[config.mk]
export PLATFORM = sky130hd
export DESIGN_NAME = twug_guard
export DESIGN_NICKNAME = d
export VERILOG_FILES = /design/src/twug_pkg.sv /design/src/twug_guard.sv
export SDC_FILE = /design/constraint.sdc
export NUM_CORES = 1
export LEC_CHECK = 0
export CORE_MARGIN = 5
export CORE_UTILIZATION = 50
export DETAILED_ROUTE_END_ITERATION = 7
export DONT_BUFFER_PORTS = 1
export PLACE_DENSITY = 0.68
export SLEW_MARGIN = 15
export SYNTH_ARGS = -nofsm -noshare
export SYNTH_HDL_FRONTEND = slang
export SYNTH_SLANG_ARGS = --single-unit
[constraint.sdc]
create_clock -name i_clk -period 1.5 [get_ports i_clk]
set_input_delay 0.075 -clock i_clk [delete_from_list [all_inputs] [get_ports i_clk]]
set_output_delay 0.075 -clock i_clk [all_outputs]
set_load 0.02 [all_outputs]
[src/twug_pkg.sv]
package twug_pkg;

  // sfr address space
  localparam int unsigned ADDR_W = 8;
  localparam int unsigned DATA_W = 8;

  // unlock key register
  localparam logic [7:0] UNLOCK_KEY_ADDR = 8'hc7;
  localparam logic [7:0] UNLOCK_KEY_RESET = 8'hff;
  localparam logic [7:0] KEY_FIRST = 8'haa;
  localparam logic [7:0] KEY_SECOND = 8'h55;

  // guard status register, read only
  localparam logic [7:0] GUARD_STATUS_ADDR = 8'hc6;
  localparam int unsigned STAT_WIN_BIT = 0;
  localparam int unsigned STAT_PEND_BIT = 1;
  localparam int unsigned STAT_REJ_BIT = 2;
  localparam int unsigned STAT_EXP_BIT = 3;

  // protected special function registers
  localparam int unsigned PROT_COUNT = 6;
  localparam logic [7:0] POWER_CONTROL_ADDR = 8'ha3;
  localparam logic [7:0] CHIP_CONTROL_ADDR = 8'h9f;
  localparam logic [7:0] PROGRAM_TRIGGER_ADDR = 8'ha4;
  localparam logic [7:0] BOOT_ADDRESS_ADDR = 8'h9c;
  localparam logic [7:0] WATCHDOG_A_ADDR = 8'hd8;
  localparam logic [7:0] WATCHDOG_B_ADDR = 8'hab;
  localparam logic [PROT_COUNT*8-1:0] PROT_ADDR_LIST = {
    POWER_CONTROL_ADDR, CHIP_CONTROL_ADDR, PROGRAM_TRIGGER_ADDR,
    BOOT_ADDRESS_ADDR, WATCHDOG_A_ADDR, WATCHDOG_B_ADDR};

  // timing, in machine cycles
  localparam int unsigned KEY_GAP_MC = 3;
  localparam int unsigned WINDOW_MC = 3;
  localparam int unsigned MC_CNT_W = 2;
  localparam int unsigned MC_CLKS_DEFAULT = 1;

  // forwarded access towards the protected register file
  typedef struct packed {
    logic [7:0] addr;
    logic [7:0] data;
    logic wr;
    logic rd;
  } twug_sfr_req_s;

  typedef enum logic [1:0] {
    TWUG_IDLE,
    TWUG_ARMED,
    TWUG_OPEN
  } twug_state_e;

endpackage
[src/twug_guard.sv]
`timescale 1ns/100ps
`default_nettype none
// Functional notes
// - a first key byte write starts a counter watching three machine cycles for the second key byte.
// - the write window opens only when the second key byte comes within three machine cycles.
// - a second key byte arriving later opens nothing and later protected writes fail.
// - an open window lasts until three machine cycle ticks have passed and closes by itself.
// - a protected write takes effect only while the window is open, otherwise it is discarded.
// - the window does not close on a protected write; writes after it closes are rejected.
// - reads of protected registers always pass, window or not.
// - power control, chip control and program trigger registers are protected.
// - boot address and both watchdog control registers are protected.
// - the unlock key register is eight bit write only at c7 and resets to all ones.
module twug_guard
  import twug_pkg::*;
#(
  parameter int unsigned MC_CLKS = MC_CLKS_DEFAULT
) (
  input wire logic i_clk,
  input wire logic i_reset_n,
  input wire logic [7:0] i_addr,
  input wire logic [7:0] i_wdata,
  input wire logic i_wr,
  input wire logic i_rd,
  output logic [7:0] o_rdata,
  output twug_sfr_req_s o_prot,
  output logic o_window_open
);

  ////////////////////////////////////////////////////////////////////////////
  // parameter check

  if (MC_CLKS < 1) begin : g_bad_mc
    $error("twug_guard: MC_CLKS must be at least 1");
  end

  // both counters share one width; a count that does not fit would wrap
  if (KEY_GAP_MC < 1 || KEY_GAP_MC >= (1 << MC_CNT_W)) begin : g_bad_gap
    $error("twug_guard: key gap count does not fit its counter");
  end

  if (WINDOW_MC < 1 || WINDOW_MC >= (1 << MC_CNT_W)) begin : g_bad_win
    $error("twug_guard: window count does not fit its counter");
  end

  if (ADDR_W != 8 || DATA_W != 8) begin : g_bad_bus
    $error("twug_guard: bus is built for byte address and data");
  end

  if (PROT_COUNT < 1) begin : g_bad_count
    $error("twug_guard: protected set is empty");
  end

  if (STAT_EXP_BIT >= DATA_W || STAT_REJ_BIT >= DATA_W) begin : g_bad_stat
    $error("twug_guard: status bit outside the byte");
  end

  if (STAT_WIN_BIT == STAT_PEND_BIT ||
      STAT_REJ_BIT == STAT_EXP_BIT) begin : g_bad_map
    $error("twug_guard: status bits overlap");
  end

  if (UNLOCK_KEY_ADDR == GUARD_STATUS_ADDR) begin : g_bad_key
    $error("twug_guard: key and status share an address");
  end

  // a protected address on top of the guard's own would never be gated
  for (genvar gc = 0; gc < PROT_COUNT; gc++) begin : g_map_chk
    if (PROT_ADDR_LIST[gc*8 +: 8] == UNLOCK_KEY_ADDR ||
        PROT_ADDR_LIST[gc*8 +: 8] == GUARD_STATUS_ADDR) begin : g_clash
      $error("twug_guard: protected address clashes with the guard");
    end
  end

  localparam int unsigned PRE_W = (MC_CLKS > 1) ? $clog2(MC_CLKS) : 1;
  localparam logic [PRE_W-1:0] PRE_LAST = PRE_W'(MC_CLKS - 1);
  localparam logic [MC_CNT_W-1:0] GAP_LOAD = MC_CNT_W'(KEY_GAP_MC);
  localparam logic [MC_CNT_W-1:0] WIN_LOAD = MC_CNT_W'(WINDOW_MC);
  localparam logic [MC_CNT_W-1:0] CNT_ZERO = '0;
  localparam logic [7:0] BYTE_ZERO = 8'h00;

  ////////////////////////////////////////////////////////////////////////////
  // decode

  function automatic logic addr_is(input logic [7:0] a, input logic [7:0] b);
    addr_is = (a == b);
  endfunction

  logic [PROT_COUNT-1:0] prot_hit;

  genvar gi;
  generate
    for (gi = 0; gi < PROT_COUNT; gi++) begin : g_prot
      assign prot_hit[gi] = addr_is(i_addr, PROT_ADDR_LIST[gi*8 +: 8]);
    end
  endgenerate

  wire logic is_prot = |prot_hit;
  wire logic is_key = addr_is(i_addr, UNLOCK_KEY_ADDR);
  wire logic is_stat = addr_is(i_addr, GUARD_STATUS_ADDR);
  wire logic key_wr = i_wr & is_key;
  wire logic key_first = key_wr & (i_wdata == KEY_FIRST);
  wire logic key_second = key_wr & (i_wdata == KEY_SECOND);

  ////////////////////////////////////////////////////////////////////////////
  // machine cycle tick

  // free running, not aligned to key writes: with MC_CLKS above 1
  // the first tick may come early, so gap and window can run short
  logic [PRE_W-1:0] pre_r;
  logic [PRE_W-1:0] pre_nxt;
  wire logic mc_tick = (pre_r == PRE_LAST);

  assign pre_nxt = mc_tick ? '0 : PRE_W'(pre_r + 1'b1);

  always_ff @(posedge i_clk or negedge i_reset_n) begin
    if (!i_reset_n) begin
      pre_r <= '0;
    end else begin
      pre_r <= pre_nxt;
    end
  end

  ////////////////////////////////////////////////////////////////////////////
  // key sequence and window

  twug_state_e state_r;
  twug_state_e state_nxt;
  logic [MC_CNT_W-1:0] gap_r;
  logic [MC_CNT_W-1:0] gap_nxt;
  logic [MC_CNT_W-1:0] win_r;
  logic [MC_CNT_W-1:0] win_nxt;
  logic [7:0] key_r;
  logic expired_r;
  logic expired_nxt;

  wire logic gap_done = (gap_r == CNT_ZERO);
  wire logic pending = (state_r == TWUG_ARMED) && !gap_done;
  wire logic win_open = (win_r != CNT_ZERO);
  wire logic win_tick = win_open & mc_tick;
  // last key byte seen must be the first key byte
  wire logic key_armed = (key_r == KEY_FIRST);
  // second key byte only counts inside the gap
  wire logic unlock = key_second & pending & key_armed;

  // window counts machine cycles; protected writes do not touch it
  always_comb begin
    win_nxt = win_r;
    if (unlock) begin
      win_nxt = WIN_LOAD;
    // a fresh unlock while open restarts the full window
    end else if (win_tick) begin
      win_nxt = MC_CNT_W'(win_r - 1'b1);
    end
  end

  always_comb begin
    state_nxt = state_r;
    gap_nxt = gap_r;
    expired_nxt = expired_r;
    case (state_r)
      TWUG_IDLE: begin
        if (key_first) begin
          state_nxt = TWUG_ARMED;
          gap_nxt = GAP_LOAD;
        end
      end
      TWUG_ARMED: begin
        if (unlock) begin
          state_nxt = TWUG_OPEN;
          gap_nxt = CNT_ZERO;
          expired_nxt = 1'b0;
        end else if (key_first) begin
          gap_nxt = GAP_LOAD;
        end else if (key_wr) begin
          // stray value drops the sequence
          state_nxt = TWUG_IDLE;
          gap_nxt = CNT_ZERO;
        end else if (gap_done) begin
          // late second byte finds nothing armed
          state_nxt = TWUG_IDLE;
          expired_nxt = 1'b1;
        end else if (mc_tick) begin
          gap_nxt = MC_CNT_W'(gap_r - 1'b1);
        end
      end
      TWUG_OPEN: begin
        // new sequence armed, running window keeps going
        if (key_first) begin
          state_nxt = TWUG_ARMED;
          gap_nxt = GAP_LOAD;
        end else if (!win_open) begin
          state_nxt = TWUG_IDLE;
        end
      end
      default: begin
        state_nxt = TWUG_IDLE;
        gap_nxt = CNT_ZERO;
      end
    endcase
  end

  always_ff @(posedge i_clk or negedge i_reset_n) begin
    if (!i_reset_n) begin
      state_r <= TWUG_IDLE;
    end else begin
      state_r <= state_nxt;
    end
  end

  always_ff @(posedge i_clk or negedge i_reset_n) begin
    if (!i_reset_n) begin
      gap_r <= CNT_ZERO;
    end else begin
      gap_r <= gap_nxt;
    end
  end

  always_ff @(posedge i_clk or negedge i_reset_n) begin
    if (!i_reset_n) begin
      win_r <= CNT_ZERO;
    end else begin
      win_r <= win_nxt;
    end
  end

  always_ff @(posedge i_clk or negedge i_reset_n) begin
    if (!i_reset_n) begin
      expired_r <= 1'b0;
    end else begin
      expired_r <= expired_nxt;
    end
  end

  // key register holds the last key byte written; unlock needs it to be the first key byte
  always_ff @(posedge i_clk or negedge i_reset_n) begin
    if (!i_reset_n) begin
      key_r <= UNLOCK_KEY_RESET;
    end else if (key_wr) begin
      key_r <= i_wdata;
    end
  end

  ////////////////////////////////////////////////////////////////////////////
  // protected write gate

  // reads pass untouched; only the write strobe is gated
  wire logic prot_wr_try = i_wr & is_prot;
  wire logic prot_wr_ok = prot_wr_try & win_open;
  wire logic prot_wr_drop = prot_wr_try & ~win_open;

  // combinational so the protected write lands in its own cycle
  assign o_prot.addr = i_addr;
  assign o_prot.data = i_wdata;
  assign o_prot.wr = prot_wr_ok;
  assign o_prot.rd = i_rd;
  assign o_window_open = win_open;

  ////////////////////////////////////////////////////////////////////////////
  // status and read back

  logic reject_r;
  logic reject_nxt;
  wire logic stat_rd = i_rd & is_stat;

  // new reject wins over the clearing read
  assign reject_nxt = prot_wr_drop | (reject_r & ~stat_rd);

  always_ff @(posedge i_clk or negedge i_reset_n) begin
    if (!i_reset_n) begin
      reject_r <= 1'b0;
    end else begin
      reject_r <= reject_nxt;
    end
  end

  // bit1 second key awaited, bit2 write dropped, bit3 sequence expired
  logic [7:0] status_word;
  logic [7:0] rdata_nxt;

  always_comb begin
    status_word = BYTE_ZERO;
    status_word[STAT_WIN_BIT] = win_open;
    status_word[STAT_PEND_BIT] = pending;
    status_word[STAT_REJ_BIT] = reject_r;
    status_word[STAT_EXP_BIT] = expired_r;
  end

  // key register is write only and reads as zero
  assign rdata_nxt = (i_rd && is_stat) ? status_word : BYTE_ZERO;

  always_ff @(posedge i_clk or negedge i_reset_n) begin
    if (!i_reset_n) begin
      o_rdata <= BYTE_ZERO;
    end else begin
      o_rdata <= rdata_nxt;
    end
  end

endmodule // twug_guard
`default_nettype wire

==> qor_table.md <==
| Metric | Reported |
|:---|:---|
| Aggregate global routing overflow | 0 |
| Final clock skew | 0.003607 ns |
| Clock-pin transition on the worst setup and hold timing paths | 0.11 ns |
| Initial core utilization | 51.38% |
| Highest ir drop seen on vdd | 0.6122 mV |
| Yosys warning total | 0 |
| Die span in y | 60.23 um |
| Layout cell share with drive strength beyond 1 | 29.17% |
| Io pins | 47 |
| Routed vias/inst | 5.600 |
| Post-DRT Antenna Nets | 0 |
| Clock H-tree levels | 1 |
| Number of failing setup endpoints in the final timing report | 4 |
| Die outline width | 60.23 um |
| Violations in the final reports | setup timing |
| Cts bufs inserted | 3 |
| Worst setup timing slack at the placement stage | -0.1378 ns |
| Combined global-route utilization of all metal layers | 13.96% |
| Maximum capacitance violations | 0 |
| Mean area per synthesized cell | 10.25 um^2 |
| Top_reg_cell synth | sky130_fd_sc_hd__dfrtp_1 |
| Maximum fanout encountered on the critical timing path | 4 |
| Fraction of met2 tracks used by global routing | 25.00% |
| Commonest non-fill, non-tap cell in the layout | sky130_fd_sc_hd__dfrtp_1 |
| Unrepaired setup endpoints after global routing | yes |
| Clk_lat worst skew | 0.29 ns |
| Arrival time of the worst setup path | 1.82 ns |
| Seq/Total Area, Yosys | 40.48% |
| Wire length of the first global-routing pass | 3781 um |
| Via count of the first global-routing pass | 877 |
| Cell area after technology mapping | 1261 um^2 |
| Maximum clock frequency | 615.1 MHz |
| Final core area utilization | 53.52% |
| Share of flip-flops with an asynchronous set or reset | 100.0% |
| Number of different library cells in the post-synthesis netlist | 47 |
| Share of the cycle needed by the critical path after routing | 108.4% |
| Outcome | finished with violations |
| Sink count of the clock tree | 20 |
| Maximum root-to-sink buffer count | 2 |
| Placer's final routability congestion estimate | 0.8149 |
| Max-slew headroom | 41.01% |
| Crit path required time | 1.69 ns |
| Global-route track usage on met1 | 15.70% |
| Commonest non-fill, non-tap cells in the layout | sky130_fd_sc_hd__dfrtp_1, sky130_fd_sc_hd__inv_1, sky130_fd_sc_hd__dlygate4sd3_1 |
| Cell at the root of the clock tree | sky130_fd_sc_hd__clkbuf_4 |
| Post-route total power | 0.0009777 W |
| Number of synthesized register bits | 20 |
| GR Util met3 | 3.456% |
| Area inside the core boundary | 2455 um^2 |
| Area growth from synthesis to layout | 4.167% |
| Iteration-0 DRC Markers | 12 |
| Hold Path Class | primary input to flop |
| Setup Buffers After CTS | 0 |
| Port Buffer Count | 0 |
| Area of the die | 3627 um^2 |
| Crit path time final | 1.626 ns |
| Final net count | 143 |
| Final number of max-transition violations | 0 |
| Initial antenna violation count | 0 |
| Most used routing layer | met2 |
| CTS tree | built |
| Standard-cell rows | 18 |
| WHS | 0.02037 ns |
| Start-to-end type of the worst setup path | flop to flop |
| Pin count of the biggest net entering global routing | 21 |
| Post-route setup slack | -0.1257 ns |
| Vias after detailed routing | 840 |
| CP endpoint kind | flop |
| Final hold viol count | 0 |
| DRC violations left | 0 |
| Routed len/inst | 15.75 um |
| Cell count after synthesis | 123 |
| EDFF count, synth | 0 |
| Slew at the pin with the worst max-slew slack | 0.8820 ns |
| Register-to-register path setup slack | -0.13 ns |
| Crit path launch type | flop |
| Leakage | 0.5470 nW |
| DP Wirelength | 1771 um |
| Drt first pass iters | 4 |
| Count of inserted antenna diode cells | 0 |
| Total routed wirelength | 2362 um |
| Power density relative to cell area | 744.2 nW/um^2 |
-- worst paths after layout --
check | start | end | cells past startpoint
worst max-delay path | key_r[3] | expired_r | 4
worst min-delay path | i_addr[1] | reject_r | 3
worst max register to register | key_r[3] | expired_r | 4
worst min register to register | reject_r | o_rdata[2] | 2
max in group asynchronous | i_reset_n | gap_r[0] | 1
min in group asynchronous | i_reset_n | win_r[1] | 1
-- cells by family after synthesis --
logic type / synth area share (%)
flip-flops: 40.48
adder cells (fa/ha/maj): 1.984
XOR/XNOR: 1.389
buffers and inverters: 17.56
other: 0.2973
multiplexers: 7.937
AND/OR/NAND/NOR: 21.43
AO/OA/AOI/OAI: 8.930
-- flip-flops by register name, summed over array words and instances (netlist names) --
| signal | cells |
|---|---|
| key_r | 8 |
| win_r | 2 |
| reject_r | 1 |
| state_r | 2 |
| gap_r | 2 |
| expired_r | 1 |
| o_rdata | 4 |
-- metrics by stage --
step	instances	setup TNS, ns	cell area [um^2]
final	150	-0.2990	1314
after global routing	150	-0.7243	1314
after detailed placement	136	-0.3697	1160
after floorplan	126	0	1272
after CTS	150	-0.4769	1299
after global placement	136	-0.1472	1160
-- layer usage --
metal | vias to the layer above | share of wire (%)
met5 | - | 0
met1 | 421 | 42
met4 | 0 | 1.5
met3 | 4 | 4.7
met2 | 15 | 51
li1 | 400 | -
-- critical path, stage by stage (launching register included) --
cell                      delay, ns
sky130_fd_sc_hd__dfstp_2       0.55
sky130_fd_sc_hd__or4b_4        0.46
sky130_fd_sc_hd__nor4_2        0.14
sky130_fd_sc_hd__nand4_1       0.21
sky130_fd_sc_hd__o21a_1        0.17
-- final cells by class --
cell class | instances | area [um^2]
Fill cell | 234 | 1141
Sequential cell | 20 | 510.5
Multi-Input combinational cell | 71 | 558.0
Timing Repair Buffer | 14 | 130.1
Tap cell | 30 | 37.54
Inverter | 11 | 41.29
Clock buffer | 4 | 36.28
-- Yosys cell counts (all sizes together) (2+ instances only) --
cell type,n,area [um^2]
buf,23,176.4
dfrtp,12,300.3
inv,11,41.29
dfstp,8,210.2
mux2,8,90.09
nand2,6,22.52
nor2,6,25.03
nor3,5,41.29
nand3,3,15.01
nand4b,3,32.53
ha,2,25.02
nand2b,2,12.51
nand4,2,12.51
nor3b,2,15.01
o21a,2,15.01
or4bb,2,22.52
-- timing repair --
action	in CTS	in global routing
hold buffers	10	0
endpoints found under the hold margin	29	0
pin swaps	1	2
gates resized for setup	1	3
endpoints found under the setup margin	5	5
-- where the power goes --
part | leakage (nW) | internal [W] | switching, W
clock | 0.0210 | 0.000148 | 0.000160
sequential | 0.249 | 0.000566 | 0.00000912
combinational | 0.277 | 0.0000507 | 0.0000449
(Power assumes the default switching activity.)
